==> src/irrc_pkg.sv <==
// Shared constants, timing windows and state type of the remote-frame receiver
package irrc_pkg;
	// Clock rates: system clock and the peripheral count clock derived from it
	localparam int unsigned CLK_HZ = 200000000;
	localparam int unsigned PCLK_HZ = 25000000;
	localparam int unsigned PCLK_DIV = CLK_HZ / PCLK_HZ;
	// Base timer divides the peripheral count clock by this ratio
	localparam int unsigned BT_DIV = 50;
	localparam int unsigned BT_NS = (BT_DIV * 1000) / (PCLK_HZ / 1000000);
	// Tick timer period in ms and its reload count in peripheral clocks
	localparam int unsigned TICK_MS = 1;
	localparam int unsigned TICK_RELOAD = (PCLK_HZ / 1000) * TICK_MS;
	// Frame window in ms, counted in ticks
	localparam int unsigned FRAME_MS = 140;
	localparam int unsigned FRAME_RELOAD = FRAME_MS / TICK_MS;
	// Interval windows in microseconds, nominal +-30 percent
	localparam int unsigned LH_MIN_US = 6300;
	localparam int unsigned LH_MAX_US = 11700;
	localparam int unsigned LL_MIN_US = 3150;
	localparam int unsigned LL_MAX_US = 5850;
	localparam int unsigned BIT_MIN_US = 392;
	localparam int unsigned BIT_MAX_US = 728;
	localparam int unsigned ONE_MIN_US = 1184;
	localparam int unsigned ONE_MAX_US = 2196;
	localparam int unsigned FS_MIN_US = 28350;
	localparam int unsigned FS_MAX_US = 52650;
	localparam int unsigned RLL_MIN_US = 1576;
	localparam int unsigned RLL_MAX_US = 2924;
	localparam int unsigned RFS_MIN_US = 67334;
	localparam int unsigned RFS_MAX_US = 125046;
	// Same windows in base timer ticks; least rounds up, longest rounds down
	localparam logic [15:0] LH_LO = 16'((LH_MIN_US * 1000 + BT_NS - 1) / BT_NS);
	localparam logic [15:0] LH_HI = 16'((LH_MAX_US * 1000) / BT_NS);
	localparam logic [15:0] LL_LO = 16'((LL_MIN_US * 1000 + BT_NS - 1) / BT_NS);
	localparam logic [15:0] LL_HI = 16'((LL_MAX_US * 1000) / BT_NS);
	localparam logic [15:0] BIT_LO = 16'((BIT_MIN_US * 1000 + BT_NS - 1) / BT_NS);
	localparam logic [15:0] BIT_HI = 16'((BIT_MAX_US * 1000) / BT_NS);
	localparam logic [15:0] ONE_LO = 16'((ONE_MIN_US * 1000 + BT_NS - 1) / BT_NS);
	localparam logic [15:0] ONE_HI = 16'((ONE_MAX_US * 1000) / BT_NS);
	localparam logic [15:0] FS_LO = 16'((FS_MIN_US * 1000 + BT_NS - 1) / BT_NS);
	localparam logic [15:0] FS_HI = 16'((FS_MAX_US * 1000) / BT_NS);
	localparam logic [15:0] RLL_LO = 16'((RLL_MIN_US * 1000 + BT_NS - 1) / BT_NS);
	localparam logic [15:0] RLL_HI = 16'((RLL_MAX_US * 1000) / BT_NS);
	localparam logic [15:0] RFS_LO = 16'((RFS_MIN_US * 1000 + BT_NS - 1) / BT_NS);
	localparam logic [15:0] RFS_HI = 16'((RFS_MAX_US * 1000) / BT_NS);
	// Bits per frame: four code bytes
	localparam logic [4:0] LAST_BIT = 5'h1F;
	// Register byte offsets
	localparam logic [7:0] CTRL_OFS = 8'h00;
	localparam logic [7:0] STAT_OFS = 8'h04;
	localparam logic [7:0] MASK_OFS = 8'h08;
	localparam logic [7:0] CODE_OFS = 8'h0C;
	localparam logic [7:0] CAPT_OFS = 8'h10;
	// Status bit positions
	localparam int unsigned ST_DONE = 0;
	localparam int unsigned ST_REP = 1;
	localparam int unsigned ST_RANGE = 2;
	localparam int unsigned ST_CMP = 3;
	// Reset values
	localparam logic CTRL_RST = 1'b0;
	localparam logic [3:0] MASK_RST = 4'h0;
	// Receiver states
	typedef enum logic [3:0] {
		S_IDLE, S_LEAD_H, S_LEAD_L, S_BIT_H, S_BIT_L, S_STOP, S_SPACE,
		S_RLEAD_H, S_RLEAD_L, S_RSTOP, S_RSPACE
	} irrc_state_type;
endpackage : irrc_pkg

==> src/irrc_tmr_if.sv <==
// Link between the decoder core and its clock-divider and frame timers
`timescale 1ns/1ps
`default_nettype none
interface irrc_tmr_if;
	logic pstb; // Peripheral count clock strobe
	logic restart; // Reload the frame timer
	logic expired; // Frame timer underflow pulse
	modport tmr (output pstb, output expired, input restart);
	modport core (input pstb, input expired, output restart);
endinterface : irrc_tmr_if
`default_nettype wire

==> src/irrc_decoder.sv <==
// Remote-control frame receiver with edge capture and Wishbone registers
// Behaviour
// - Capture base timer on both waveform edges
// - Base timer counts peripheral clock divided by 50
// - Tick timer reloads 25000-1, one ms period
// - Frame timer counts 140 ticks per window
// - First frame: leader, four bytes, stop, space
// - Repeat frame: leader and stop bit only
// - Windows and frame limit carry 30 percent margin
// - After leader: custom, data, stop, space
// - Bad interval abandons frame; next edge leads
// - Complete when frame time elapses during space
// - Leader within frame after space means repeat
// - Leader high, leader low, space windows
// - Code high, zero low, stop bit window
// - Long low interval decodes as one bit
// - Repeat leader low and repeat space windows
//
// Design decisions made here: register access over Wishbone and the register offsets.
`timescale 1ns/1ps
`default_nettype none
module irrc_decoder #(
	parameter int unsigned TICK_RELOAD = irrc_pkg::TICK_RELOAD,
	parameter int unsigned FRAME_RELOAD = irrc_pkg::FRAME_RELOAD,
	parameter int unsigned PCLK_DIV = irrc_pkg::PCLK_DIV,
	parameter int unsigned BT_DIV = irrc_pkg::BT_DIV
) (
	input wire logic clk_i,
	input wire logic rst_i,
	input wire logic [7:0] wb_adr_i,
	input wire logic [31:0] wb_dat_i,
	output logic [31:0] wb_dat_o,
	input wire logic wb_we_i,
	input wire logic [3:0] wb_sel_i,
	input wire logic wb_cyc_i,
	input wire logic wb_stb_i,
	output logic wb_ack_o,
	input wire logic remote_waveform_i,
	output logic irq_o
);
	irrc_tmr_if tif(); // Divider and frame timer link

	irrc_timers #(
		.TICK_RELOAD(TICK_RELOAD),
		.FRAME_RELOAD(FRAME_RELOAD),
		.PCLK_DIV(PCLK_DIV)
	) u_timers (
		.clk_i(clk_i),
		.rst_i(rst_i),
		.t(tif.tmr)
	);

	// Window check used throughout the state machine
	function automatic logic in_win(input logic [15:0] v, input logic [15:0] lo,
			input logic [15:0] hi);
		return v >= lo && v <= hi;
	endfunction : in_win

	logic sync1; // First synchroniser stage, read only by sync2
	logic sync2; // Second synchroniser stage
	logic sync3; // Delayed copy for edge detection
	logic edge_seen; // Either edge of the waveform
	logic [5:0] bt_div; // Divide-by-50 prescaler of the base timer
	logic [15:0] base_timer; // Free-running base timer
	logic [15:0] edge_capture_value; // Base timer at the last edge
	logic [15:0] width; // Interval that just ended
	irrc_pkg::irrc_state_type state; // Receiver state
	logic [4:0] bcnt; // Bit cells accepted in this frame
	logic [31:0] shreg; // Incoming code bits, LSB first
	logic [7:0] custom_code; // Last accepted custom code
	logic [7:0] data_code; // Last accepted data code
	logic enable; // Receiver enable from the control register
	logic [3:0] status; // Sticky event bits
	logic [3:0] mask; // Interrupt mask
	logic [3:0] ev; // Event pulses from the receiver
	logic [3:0] next_status; // Status after set and clear
	logic [3:0] next_mask; // Mask after a bus write
	logic wb_req; // New bus request this cycle
	logic wb_wr; // Accepted write to byte lane 0
	logic restart; // Frame timer reload request
	logic cmp_ok; // Both bytes match their complements

	// Two-flop synchroniser and one more stage for edges
	always_ff @(posedge clk_i) begin
		if (rst_i) begin
			sync1 <= 1'b0;
			sync2 <= 1'b0;
			sync3 <= 1'b0;
		end else begin
			sync1 <= remote_waveform_i;
			sync2 <= sync1;
			sync3 <= sync2;
		end
	end
	assign edge_seen = sync2 ^ sync3;

	// Base timer; nothing but reset ever clears it, no input filter
	always_ff @(posedge clk_i) begin
		if (rst_i) begin
			bt_div <= 6'h00;
			base_timer <= 16'h0000;
		end else if (tif.pstb) begin
			if (bt_div == 6'(BT_DIV - 1)) begin
				bt_div <= 6'h00;
				base_timer <= base_timer + 16'h0001;
			end else begin
				bt_div <= bt_div + 6'h01;
			end
		end
	end

	// Capture on both edges; width wraps safely since every window fits 16 bits
	always_ff @(posedge clk_i) begin
		if (rst_i) begin
			edge_capture_value <= 16'h0000;
		end else if (edge_seen) begin
			edge_capture_value <= base_timer;
		end
	end
	assign width = base_timer - edge_capture_value;
	assign cmp_ok = shreg[7:0] == ~shreg[15:8] && shreg[23:16] == ~shreg[31:24];
	assign tif.restart = restart;

	// Frame state machine, advanced on each waveform edge or frame expiry
	always_ff @(posedge clk_i) begin
		ev <= 4'h0;
		restart <= 1'b0;
		if (rst_i || !enable) begin
			state <= irrc_pkg::S_IDLE;
			bcnt <= 5'h00;
		end else if (edge_seen) begin
			case (state)
				// Any edge after idle or an error starts a first-frame leader
				irrc_pkg::S_IDLE: begin
					state <= irrc_pkg::S_LEAD_H;
					restart <= 1'b1;
				end
				irrc_pkg::S_LEAD_H: begin
					if (in_win(width, irrc_pkg::LH_LO, irrc_pkg::LH_HI)) begin
						state <= irrc_pkg::S_LEAD_L;
					end else begin
						state <= irrc_pkg::S_IDLE;
						ev[irrc_pkg::ST_RANGE] <= 1'b1;
					end
				end
				irrc_pkg::S_LEAD_L: begin
					if (in_win(width, irrc_pkg::LL_LO, irrc_pkg::LL_HI)) begin
						state <= irrc_pkg::S_BIT_H;
						bcnt <= 5'h00;
					end else begin
						state <= irrc_pkg::S_IDLE;
						ev[irrc_pkg::ST_RANGE] <= 1'b1;
					end
				end
				irrc_pkg::S_BIT_H: begin
					if (in_win(width, irrc_pkg::BIT_LO, irrc_pkg::BIT_HI)) begin
						state <= irrc_pkg::S_BIT_L;
					end else begin
						state <= irrc_pkg::S_IDLE;
						ev[irrc_pkg::ST_RANGE] <= 1'b1;
					end
				end
				// Low length decides the bit; 32 cells make the four bytes
				irrc_pkg::S_BIT_L: begin
					if (in_win(width, irrc_pkg::BIT_LO, irrc_pkg::BIT_HI)
							|| in_win(width, irrc_pkg::ONE_LO, irrc_pkg::ONE_HI)) begin
						state <= (bcnt == irrc_pkg::LAST_BIT) ? irrc_pkg::S_STOP
							: irrc_pkg::S_BIT_H;
						bcnt <= bcnt + 5'h01;
					end else begin
						state <= irrc_pkg::S_IDLE;
						ev[irrc_pkg::ST_RANGE] <= 1'b1;
					end
				end
				irrc_pkg::S_STOP: begin
					if (!in_win(width, irrc_pkg::BIT_LO, irrc_pkg::BIT_HI)) begin
						state <= irrc_pkg::S_IDLE;
						ev[irrc_pkg::ST_RANGE] <= 1'b1;
					end else if (!cmp_ok) begin
						state <= irrc_pkg::S_IDLE;
						ev[irrc_pkg::ST_CMP] <= 1'b1;
					end else begin
						state <= irrc_pkg::S_SPACE;
					end
				end
				// Leader after a good space, inside the frame, is a repeat
				irrc_pkg::S_SPACE: begin
					if (in_win(width, irrc_pkg::FS_LO, irrc_pkg::FS_HI)) begin
						state <= irrc_pkg::S_RLEAD_H;
						restart <= 1'b1;
						ev[irrc_pkg::ST_DONE] <= 1'b1;
					end else begin
						state <= irrc_pkg::S_IDLE;
						ev[irrc_pkg::ST_RANGE] <= 1'b1;
					end
				end
				irrc_pkg::S_RLEAD_H: begin
					if (in_win(width, irrc_pkg::LH_LO, irrc_pkg::LH_HI)) begin
						state <= irrc_pkg::S_RLEAD_L;
					end else begin
						state <= irrc_pkg::S_IDLE;
						ev[irrc_pkg::ST_RANGE] <= 1'b1;
					end
				end
				irrc_pkg::S_RLEAD_L: begin
					if (in_win(width, irrc_pkg::RLL_LO, irrc_pkg::RLL_HI)) begin
						state <= irrc_pkg::S_RSTOP;
					end else begin
						state <= irrc_pkg::S_IDLE;
						ev[irrc_pkg::ST_RANGE] <= 1'b1;
					end
				end
				irrc_pkg::S_RSTOP: begin
					if (in_win(width, irrc_pkg::BIT_LO, irrc_pkg::BIT_HI)) begin
						state <= irrc_pkg::S_RSPACE;
					end else begin
						state <= irrc_pkg::S_IDLE;
						ev[irrc_pkg::ST_RANGE] <= 1'b1;
					end
				end
				irrc_pkg::S_RSPACE: begin
					if (in_win(width, irrc_pkg::RFS_LO, irrc_pkg::RFS_HI)) begin
						state <= irrc_pkg::S_RLEAD_H;
						restart <= 1'b1;
						ev[irrc_pkg::ST_REP] <= 1'b1;
					end else begin
						state <= irrc_pkg::S_IDLE;
						ev[irrc_pkg::ST_RANGE] <= 1'b1;
					end
				end
				default: begin
					state <= irrc_pkg::S_IDLE;
				end
			endcase
		end else if (tif.expired) begin
			// Frame window over: complete if in a space, no effect when idle, otherwise too long
			case (state)
				irrc_pkg::S_IDLE: begin
					state <= irrc_pkg::S_IDLE;
				end
				irrc_pkg::S_SPACE: begin
					state <= irrc_pkg::S_IDLE;
					ev[irrc_pkg::ST_DONE] <= 1'b1;
				end
				irrc_pkg::S_RSPACE: begin
					state <= irrc_pkg::S_IDLE;
					ev[irrc_pkg::ST_REP] <= 1'b1;
				end
				default: begin
					state <= irrc_pkg::S_IDLE;
					ev[irrc_pkg::ST_RANGE] <= 1'b1;
				end
			endcase
		end
	end

	// Bit shifter, LSB first, and code latch once the stop bit checks out
	always_ff @(posedge clk_i) begin
		if (rst_i) begin
			shreg <= 32'h0000_0000;
			custom_code <= 8'h00;
			data_code <= 8'h00;
		end else if (edge_seen && state == irrc_pkg::S_BIT_L) begin
			shreg <= {in_win(width, irrc_pkg::ONE_LO, irrc_pkg::ONE_HI), shreg[31:1]};
		end else if (edge_seen && state == irrc_pkg::S_STOP && cmp_ok
				&& in_win(width, irrc_pkg::BIT_LO, irrc_pkg::BIT_HI)) begin
			custom_code <= shreg[7:0];
			data_code <= shreg[23:16];
		end
	end

	// Status: hardware set wins over a write-one clear in the same cycle
	assign wb_req = wb_cyc_i && wb_stb_i && !wb_ack_o;
	assign wb_wr = wb_req && wb_we_i && wb_sel_i[0];
	// The interrupt uses the new mask too, so it never lags a mask write
	always_comb begin
		next_status = status;
		next_mask = mask;
		if (wb_wr && wb_adr_i == irrc_pkg::STAT_OFS) begin
			next_status = status & ~wb_dat_i[3:0];
		end
		if (wb_wr && wb_adr_i == irrc_pkg::MASK_OFS) begin
			next_mask = wb_dat_i[3:0];
		end
		next_status = next_status | ev;
	end

	// Control, mask, status and interrupt registers
	always_ff @(posedge clk_i) begin
		if (rst_i) begin
			enable <= irrc_pkg::CTRL_RST;
			mask <= irrc_pkg::MASK_RST;
			status <= 4'h0;
			irq_o <= 1'b0;
		end else begin
			status <= next_status;
			mask <= next_mask;
			irq_o <= |(next_status & next_mask);
			if (wb_wr && wb_adr_i == irrc_pkg::CTRL_OFS) begin
				enable <= wb_dat_i[0];
			end
		end
	end

	// Bus answer: ack one cycle after the request, unmapped reads give zero
	always_ff @(posedge clk_i) begin
		if (rst_i) begin
			wb_ack_o <= 1'b0;
			wb_dat_o <= 32'h0000_0000;
		end else begin
			wb_ack_o <= wb_req;
			if (wb_req) begin
				case (wb_adr_i)
					irrc_pkg::CTRL_OFS: wb_dat_o <= {31'h0, enable};
					irrc_pkg::STAT_OFS: wb_dat_o <= {28'h0, status};
					irrc_pkg::MASK_OFS: wb_dat_o <= {28'h0, mask};
					irrc_pkg::CODE_OFS: wb_dat_o <= {16'h0, data_code, custom_code};
					irrc_pkg::CAPT_OFS: wb_dat_o <= {12'h0, 4'(state), edge_capture_value};
					default: wb_dat_o <= 32'h0000_0000;
				endcase
			end
		end
	end
endmodule : irrc_decoder
`default_nettype wire

==> src/irrc_timers.sv <==
// Peripheral clock divider, 1 ms tick timer and frame timer
`timescale 1ns/1ps
`default_nettype none
module irrc_timers #(
	parameter int unsigned TICK_RELOAD = irrc_pkg::TICK_RELOAD,
	parameter int unsigned FRAME_RELOAD = irrc_pkg::FRAME_RELOAD,
	parameter int unsigned PCLK_DIV = irrc_pkg::PCLK_DIV
) (
	input wire logic clk_i,
	input wire logic rst_i,
	irrc_tmr_if.tmr t
);
	logic [3:0] pdiv; // System clock divider
	logic [14:0] tick_cnt; // Tick timer, counts peripheral clocks
	logic tick; // Tick timer underflow
	logic [7:0] frame_cnt; // Frame timer, counts ticks down

	// Peripheral count clock strobe, one system clock wide
	always_ff @(posedge clk_i) begin
		if (rst_i || pdiv == 4'(PCLK_DIV - 1)) begin
			pdiv <= 4'h0;
		end else begin
			pdiv <= pdiv + 4'h1;
		end
		t.pstb <= !rst_i && pdiv == 4'(PCLK_DIV - 1);
	end

	// Tick timer in plain timer mode, free running, no gate
	always_ff @(posedge clk_i) begin
		tick <= 1'b0;
		if (rst_i) begin
			tick_cnt <= 15'(TICK_RELOAD - 1);
		end else if (t.pstb) begin
			if (tick_cnt == 15'h0) begin
				tick_cnt <= 15'(TICK_RELOAD - 1);
				tick <= 1'b1;
			end else begin
				tick_cnt <= tick_cnt - 15'h1;
			end
		end
	end

	// Frame timer counts tick underflows down and reloads on its own underflow
	always_ff @(posedge clk_i) begin
		t.expired <= 1'b0;
		if (rst_i || t.restart) begin
			frame_cnt <= 8'(FRAME_RELOAD - 1);
		end else if (tick) begin
			if (frame_cnt == 8'h0) begin
				frame_cnt <= 8'(FRAME_RELOAD - 1);
				t.expired <= 1'b1;
			end else begin
				frame_cnt <= frame_cnt - 8'h1;
			end
		end
	end
endmodule : irrc_timers
`default_nettype wire

==> config.mk <==
export PLATFORM = sky130hd
export DESIGN_NAME = irrc_decoder
export DESIGN_NICKNAME = d
export VERILOG_FILES = /design/src/irrc_pkg.sv /design/src/irrc_tmr_if.sv /design/src/irrc_decoder.sv /design/src/irrc_timers.sv
export SDC_FILE = /design/constraint.sdc
export NUM_CORES = 1
export LEC_CHECK = 0
export BUFFER_PORTS_ARGS = -buffer_cell sky130_fd_sc_hd__buf_2
export CORE_UTILIZATION = 50
export CTS_CLUSTER_SIZE = 8
export DETAILED_ROUTE_END_ITERATION = 8
export PLACE_DENSITY = 0.81
export SETUP_SLACK_MARGIN = 0.2
export SKIP_CTS_REPAIR_TIMING = 1
export SYNTH_ARGS = -nofsm -noshare
export SYNTH_HDL_FRONTEND = slang
export SYNTH_HIERARCHICAL = 1
export SYNTH_SLANG_ARGS = --single-unit
==> constraint.sdc <==
create_clock -name clk_i -period 4.9 [get_ports clk_i]
set_input_delay 0 -clock clk_i [delete_from_list [all_inputs] [get_ports clk_i]]
set_output_delay 0 -clock clk_i [all_outputs]
set_load 0.1 [all_outputs]
==> impl_metrics.ini, run 1 <==
[worst_setup_path]
crit_fanout = 7
worstPathRequired_ns = 5.22
max_stage_delay_ns = 0.45
worstPathArrival_ns = 4.42
crit_type = reg2reg
end_kind = register
slowest_stage = fa_1
start_kind = register
crit_chain = inv_1 -> ha_1 -> inv_1 -> fa_1 -> a211oi_4 -> nor4_1 -> o31a_1 -> or3_1 -> a21oi_1 -> and4_1 -> nand3_1 -> a21o_1 -> a221oi_1 -> o211a_1 -> a21oi_1

[global_route]
grt_pass1_vias = 6889
grt-ovfl-total = 0
gr-usage-all-layers_pct = 22.7
grt_max_degree = 100
antenna_found_initial = 0
grt_pass1_wl_mm = 32.9

[placed_design]
place_ws_ns = 0.875
gp_congestion = 0.889
dp_hpwl_mm = 13.9
port_buffers = 40
placed_cells = 1285

[detailed_routing]
ant_nets = 0
drc = 0
avgRoutedWirePerCell_um = 15.2
first_pass_iters = 5
wl_mm = 20.1
vias = 7583
routed_via_density = 5.71
first_iter_violations = 638

[sta]
max_freq_mhz = 244
maxSlewHeadroom_pct = 31.6
finalCritPeriodShare_pct = 83.7
layout_setup_ws_ns = 0.801
skew_ns = 0.00995
rsz0062_at_grt = false
fin_crit_ns = 4.10
maxSlewViolCount = 0
finalSetupViolations = 0
setup_tns_ns = 0
hold_violations = 0
worst_pin_slew_ns = 1.03

[clock_tree]
cts_tree = yes
clock_path_buffers = 2
clk_latency_ns = 0.44
cts_made_buffers = 17
cts_root_buffer = clkbuf_16
cts.clk_slew.worst_paths_ns = 0.07
htree_levels = 4
cts.sinks = 164

[synthesis]
syn_inst = 1074
synth-edff-count = 0
avgSynthCellArea_um2 = 8.08
ys_ff_latch = 164
syn_area_mm2 = 0.00868
synth_ff_type = dfxtp_1
synth_cell_types = 80
synthArstFlopShare_pct = 0
seq_area_frac_synth_pct = 37.8
yosysWarnings = 6

[finish]
final_nets = 1171
area.growth.synth_to_final_pct = 11.4
drive_gt1_share_pct = 9.93
instances_no_fill = 1328
multi_input_area_mm2 = 0.00503
fillers = 1461
num_antenna_cells = 0
regArea_mm2 = 0.00328

[power]
power_density_mw_per_mm2 = 293
leakage_uw = 0.00369
ir_drop_uv = 251

[flow_run]
maxCapViolCount = 0

[min_path]
hp-class = in2reg

[floorplanning]
ioPinCount = 84
dieArea_mm2 = 0.0179
die_w_um = 134
initial_core_util_pct = 51.8
die_h_um = 134
core-area_mm2 = 0.0168
rows = 47

[status]
outcome = completed
## final cells by class
cell class              count  share of cell area [%]
well taps                 220                    2.85
repair buffers             59                    3.86
clock buffers              18                    4.44
multi-input cells         827                    52.0
clock inverters            14                    1.90
flip-flops and latches    164                    34.0
inverters                  26                    1.01
## state kept, by name, indices dropped and copies added, names as in the netlist, 5 cells and up
register	cells
bt_div	6
u_timers/frame_cnt	8
custom_code	8
data_code	8
shreg	32
base_timer	16
u_timers/tick_cnt	15
edge_capture_value	16
bcnt	5
wb_dat_o	20
## kinds of logic after synthesis
logic type	count (synthesis)	synth area share (%)
simple gates	456	25.0
compound gates	233	17.7
flops	164	37.8
buf+inv	94	4.82
xor+xnor	71	7.47
mux	29	3.37
fa+ha+maj	26	3.84
other cells	1	0.0432
## final timing paths
check,start,to,slack (ns),depth (start not counted)
max,base_timer[0],ev[2],0.80,15
min,wb_adr_i[4],enable,0.03,4
max reg2reg,base_timer[0],ev[2],0.80,15
min reg2reg,restart,u_timers/t.expired,0.42,1
## synthesized netlist by cell type (all sizes together) (18+ instances only)
cell,instances,area share (%)
dfxtp,164,38
nand2,161,7.0
nor2,140,6.1
a21oi,108,6.4
xor2,49,5.2
clkbuf,47,2.0
nand3,35,2.2
o21ai,28,1.7
mux2i,27,3.1
inv,26,1.1
ha,25,3.6
xnor2,22,2.2
buf,21,1.7
nor3,18,1.0
## cells in the final DEF (no fill, tap or decap), drive strengths merged, types with 6 or more instances in the layout
cell type    netlist  final
dfxtp            164    164
nand2            161    161
nor2             140    140
a21oi            108    108
xor2              49     49
buf               21     48
nand3             35     35
inv               26     35
o21ai             28     28
mux2i             27     27
ha                25     25
xnor2             22     22
nor3              18     18
clkbuf            47     18
and3              14     14
nor4              14     14
nand4             13     13
a22oi             13     13
nand2b            12     12
conb               1     12
a211oi            12     12
dlygate4sd3        0     11
nor2b              9      9
a21o               9      9
a221oi             7      7
a211o              6      6
nor3b              6      6
o22ai              6      6
o31ai              6      6
and2               6      6
## stage by stage
step | util, % | cell area (µm²) | power, µW | hold slack, ns
after global placement | 53.4 | 8950 | 1480 | 0.217
after detailed placement | 53.4 | 8950 | 1480 | 0.216
after floorplan | - | 8720 | 1460 | 0.128
after global routing | 57.7 | 9670 | 2930 | 0.0880
final | 57.7 | 9670 | 2840 | 0.0307
after CTS | 57.0 | 9560 | 2850 | -0.242
## layer usage
layer | up-vias | share of wire, % | track usage (%)
met5 | - | 0 | 0
met4 | 0 | 1.9 | 7.77
met3 | 32 | 4.7 | 4.76
met2 | 190 | 49 | 38.2
met1 | 3597 | 45 | 28.8
li1 | 3764 | - | -
## worst max-delay path: cells and delay by family, from the launching register on
family                     cells  cell delay (ns)
buffers and inverters          2             0.13
AOI/OAI and AO/OA              7             1.68
DFF                            1             0.36
and+or+nand+nor                4             1.21
adders and majority gates      2             0.61
## where the power goes
part	internal, µW	switching [µW]
Combinational	20.2	91.7
Sequential	1340	2.98
Clock	779	608
Total	2140	703
(Power assumes the default switching activity.)
==> run 2: changes to the inputs <==
==> constraint.sdc (replaced) <==
create_clock -name clk_i -period 3.8 [get_ports clk_i]
set_input_delay 0 -clock clk_i [delete_from_list [all_inputs] [get_ports clk_i]]
set_output_delay 0 -clock clk_i [all_outputs]
set_load 0.1 [all_outputs]
==> run 2 against run 1 <==
Against the previous run: routed wire length increased by 2.4%; combinational power grew 27%; global-route usage grew 0.34 points; sequential share of layout area down 1.1 points; critical path type unchanged; clock-buffer cell count decreased by 1; clock skew is 0.0023 ns higher; largest cell class unchanged.
==> impl_metrics.ini, run 2 (synthesized netlist as in run 1, its figures left out) <==
[floorplanning]
core-area_mm2 = 0.0168
rows = 47
die_h_um = 134
initial_core_util_pct = 51.8
ioPinCount = 84
dieArea_mm2 = 0.0179
die_w_um = 134

[flow_run]
maxCapViolCount = 0

[detailed_routing]
drc = 0
avgRoutedWirePerCell_um = 15.2
routed_via_density = 5.69
vias = 7714
wl_mm = 20.6
ant_nets = 0
first_iter_violations = 581
first_pass_iters = 5

[placed_design]
port_buffers = 40
place_ws_ns = 0.0906
gp_congestion = 0.940
dp_hpwl_mm = 14.3

[clock_tree]
cts.clk_slew.worst_paths_ns = 0.07
cts_tree = yes
cts_root_buffer = clkbuf_16
clock_path_buffers = 2
htree_levels = 4
clk_latency_ns = 0.45
cts_made_buffers = 17
cts.sinks = 164

[sta]
maxSlewHeadroom_pct = 41.0
hold_violations = 0
maxSlewViolCount = 0
worst_pin_slew_ns = 0.878
finalSetupViolations = 0
rsz0062_at_grt = true
finalCritPeriodShare_pct = 97.5
layout_setup_ws_ns = 0.0932
fin_crit_ns = 3.71
skew_ns = 0.0123
max_freq_mhz = 270
hold_ws_ns = 0.0121

[finish]
drive_gt1_share_pct = 14.7
layout_common_cells = 162 x dfxtp_1, 160 x nand2_1, 136 x nor2_1, 102 x a21oi_1, 47 x xor2_1
area.growth.synth_to_final_pct = 15.2
utilization_pct = 59.7
final_nets = 1199
final_common_cell = dfxtp_1
reg_top3 = shreg x32, wb_dat_o x20
largest_reg_flops = 32
fillers = 1439
num_antenna_cells = 0
regMostFlops = shreg

[worst_setup_path]
end_kind = register
r2r_slack_ns = 0.09
r2r_start = base_timer[0]
worstPathArrival_ns = 4.02
crit_fanout = 8
rr_endpoint = custom_code[1]
reg2reg_depth = 18
crit_type = reg2reg
start_kind = register
worstPathRequired_ns = 4.11

[power]
ir_drop_uv = 337
power_density_mw_per_mm2 = 356
total_power_uw = 3560
leakage_uw = 0.00382

[global_route]
grt-ovfl-total = 0
grt_max_degree = 68
grt_pass1_vias = 6894
antenna_found_initial = 0
grt_pass1_wl_mm = 33.4
gr-usage-all-layers_pct = 23.1

[min_path]
min-delay-start = wb_adr_i[4]
hold_end = enable
min_path_cells = 4
hp-class = in2reg

[status]
outcome = completed
run 2: final cells by class:
cell class / instances / area [µm²] / area share, %
Multi-Input combinational cell: 827 / 5150 / 51.5
Sequential cell: 164 / 3290 / 32.9
Timing Repair Buffer: 87 / 602 / 6.02
Clock buffer: 17 / 425 / 4.25
Tap cell: 220 / 275 / 2.75
Clock inverter: 15 / 160 / 1.60
Inverter: 26 / 97.6 / 0.976
run 2: worst max path at each step:
stage | from | to | slack [ns]
2_1_floorplan | base_timer[0] | custom_code[0] | 0.22
3_3_place_gp | base_timer[0] | ev[2] | 0.10
3_5_place_dp | edge_capture_value[2] | bcnt[2] | 0.09
4_1_cts | edge_capture_value[0] | custom_code[4] | 0.004
5_1_grt | base_timer[0] | custom_code[2] | -0.09
6_report | base_timer[0] | custom_code[1] | 0.09
run 2: critical path, cell delays in order (launching register included):
cell       delay [ns]
dfxtp_2          0.33
inv_2            0.06
ha_4             0.13
inv_2            0.04
fa_2             0.39
a211oi_4         0.32
o31ai_4          0.14
o31ai_4          0.36
xor2_4           0.22
buf_6            0.14
nor2_4           0.04
a221oi_4         0.29
and2_4           0.21
nand3_4          0.07
nor4_4           0.20
buf_4            0.19
clkbuf_16        0.17
mux2i_1          0.21
nor2_1           0.06
run 2: metrics by stage:
stage               TNS (ns)  cell area (µm²)  std cells
CTS                        0             9740       1343
global route          -0.777            10000       1356
finish                     0            10000       1356
floorplan                  0             8720       1085
detailed placement         0             9160       1311
global placement           0             9160       1311
run 2: power by group:
part	leakage [µW]	internal [µW]	total, µW	switching [µW]
Sequential	0.00132	1720	1730	3.59
Clock	0.000282	878	1700	818
Combinational	0.00221	24.7	142	118
run 2: metal layers:
metal / GRT usage, % / wire (µm)
met1: 30.3 / 9210
met2: 36.3 / 9670
met3: 4.98 / 1090
met4: 10.4 / 640
met5: 0 / 0
==> run 3: changes to the inputs <==
--- a/config.mk
+++ b/config.mk
@@ -9,7 +9,7 @@
 export CORE_UTILIZATION = 50
 export CTS_CLUSTER_SIZE = 8
 export DETAILED_ROUTE_END_ITERATION = 8
-export PLACE_DENSITY = 0.81
+export PLACE_DENSITY = 0.84
 export SETUP_SLACK_MARGIN = 0.2
 export SKIP_CTS_REPAIR_TIMING = 1
 export SYNTH_ARGS = -nofsm -noshare
==> constraint.sdc (replaced) <==
create_clock -name clk_i -period 3.15 [get_ports clk_i]
set_input_delay 0 -clock clk_i [delete_from_list [all_inputs] [get_ports clk_i]]
set_output_delay 0 -clock clk_i [all_outputs]
set_load 0.1 [all_outputs]
==> run 3 against run 2 <==
Against the previous run: the run now ends with setup timing left; clock power increased by 19%; sequential share of layout area decreased by 2.4 points; hold slack improved by 0.00056 ns; sequential power increased by 20%; die area unchanged; global-route usage increased by 2.6 points; worst setup slack got worse by 0.59 ns; fmax increased by 1.8%; cell count increased by 7.2%; clock skew increased by 0.0012 ns; power increased by 20%; critical path depth decreased by 2; critical path type unchanged; largest cell class unchanged; largest power group unchanged.
==> impl_metrics.ini, run 3 (synthesized netlist as in run 1, its figures left out) <==
[finish]
final_common_cell = dfxtp_1
num_antenna_cells = 0
utilization_pct = 64.3
multi_input_area_mm2 = 0.00522
area.growth.synth_to_final_pct = 24.1
fillers = 1304
layout_common_cells = 163 x dfxtp_1, 160 x nand2_1, 138 x buf_4, 135 x nor2_1, 101 x a21oi_1
reg_top3 = shreg x32, wb_dat_o x20
largest_reg_flops = 32
final_nets = 1297
regArea_mm2 = 0.00328
regMostFlops = shreg
drive_gt1_share_pct = 22.6

[clock_tree]
htree_levels = 4
cts.clk_slew.worst_paths_ns = 0.07
cts_made_buffers = 17
cts_tree = yes
clk_latency_ns = 0.44
clock_path_buffers = 2
cts_root_buffer = clkbuf_16
cts.sinks = 164

[detailed_routing]
first_iter_violations = 977
wl_mm = 23.3
routed_via_density = 5.74
first_pass_iters = 5
avgRoutedWirePerCell_um = 16.0
vias = 8343
ant_nets = 0
drc = 0

[global_route]
gr-usage-all-layers_pct = 25.7
grt_pass1_vias = 7744
grt_max_degree = 50
antenna_found_initial = 0
grt_pass1_wl_mm = 37.1
grt-ovfl-total = 0

[min_path]
hp-class = in2reg

[sta]
worst_pin_slew_ns = 0.747
max_freq_mhz = 275
hold_violations = 0
maxSlewViolCount = 0
maxSlewHeadroom_pct = 50.0
layout_setup_ws_ns = -0.493
finalSetupViolations = 30
hold_ws_ns = 0.0126
skew_ns = 0.0135
finalCritPeriodShare_pct = 116
rsz0062_at_grt = true
fin_crit_ns = 3.64

[status]
outcome = finished with violations
violations = setup timing

[worst_setup_path]
crit_fanout = 16
end_kind = register
rr_endpoint = custom_code[4]
start_kind = register
endpoint = custom_code[4]
worstPathRequired_ns = 3.46
cp-startpoint = edge_capture_value[0]
reg2reg_depth = 16
crit_type = reg2reg
worstPathArrival_ns = 3.95
r2r_start = edge_capture_value[0]
r2r_slack_ns = -0.49

[floorplanning]
core-area_mm2 = 0.0168
die_h_um = 134
ioPinCount = 84
die_w_um = 134
initial_core_util_pct = 51.8
dieArea_mm2 = 0.0179
rows = 47

[power]
swShare_pct = 25.8
power_switching_uw = 1100
seq_power_share_pct = 48.7
ir_drop_uv = 412
p_int_uw = 3180
p_comb_share_pct = 4.0
leakage_uw = 0.00433
power_density_mw_per_mm2 = 397
p_clk_share_pct = 47.3

[flow_run]
maxCapViolCount = 0

[placed_design]
dp_hpwl_mm = 16.0
gp_congestion = 0.938
port_buffers = 40
run 3: cell count changes in the layout (fill, tap and decap cells not counted), sizes merged:
cell and delta:
buf +99, clkinv -1, clkinvlp -1, inv +1
run 3: how the worst min path moves through the flow:
| stage | to | slack (ns) | depth (start not counted) | from |
|---|---|---|---|---|
| after floorplan | sync1 | 0.13 | 1 | remote_waveform_i |
| after global placement | sync1 | 0.21 | 2 | remote_waveform_i |
| after detailed placement | sync1 | 0.21 | 2 | remote_waveform_i |
| after CTS | sync1 | -0.23 | 2 | remote_waveform_i |
| after global routing | enable | 0.02 | 4 | wb_adr_i[4] |
| final | u_timers/pdiv[3] | 0.01 | 2 | rst_i |
run 3: per-layer routing:
metal  vias up  global-route usage, %  routed length (µm)
li1       4015                      -                   -
met1      3951                   32.4                9680
met2       320                   43.2               11600
met3        57                   5.21                1460
met4         0                   9.60                 568
met5         -                      0                   0
run 3: cell type report:
cell class                 count  share of cell area (%)
clock buffer                  18                    4.08
tap                          220                    2.56
multi-input combinational    827                    48.5
sequential                   164                    30.5
inverter                      26                   0.906
timing repair buffer         185                    12.3
clock inverter                14                    1.20
run 3: critical path: stages, from the launching register on:
cell	delay, ns
dfxtp_1	0.37
ha_4	0.15
inv_2	0.03
fa_2	0.36
a211oi_4	0.31
o31ai_4	0.13
o31ai_4	0.36
xor2_4	0.25
buf_6	0.15
nor2_2	0.04
a221oi_2	0.33
and2_4	0.22
nand3_4	0.07
nor4_4	0.19
buf_12	0.22
mux2i_1	0.26
nor2_1	0.06
run 3: power by group through the flow:
stage	logic [µW]	registers (µW)	clock network (µW)
floorplan	136	2140	0
global placement	166	2130	0
detailed placement	166	2130	0
CTS	166	2080	2040
global route	183	2080	2130
finish	172	2080	2020
run 3: metrics by stage:
| stage | instance area [µm²] | total power [µW] | std cells | TNS (ns) | setup slack [ns] |
|---|---|---|---|---|---|
| after floorplan | 8750 | 2280 | 1085 | -6.52 | -0.362 |
| after global routing | 10800 | 4400 | 1454 | -15.40 | -0.661 |
| after global placement | 9910 | 2300 | 1408 | -9.08 | -0.477 |
| final | 10800 | 4280 | 1454 | -11.00 | -0.493 |
| after CTS | 10500 | 4290 | 1440 | -12.21 | -0.609 |
| after detailed placement | 9910 | 2300 | 1408 | -11.00 | -0.558 |
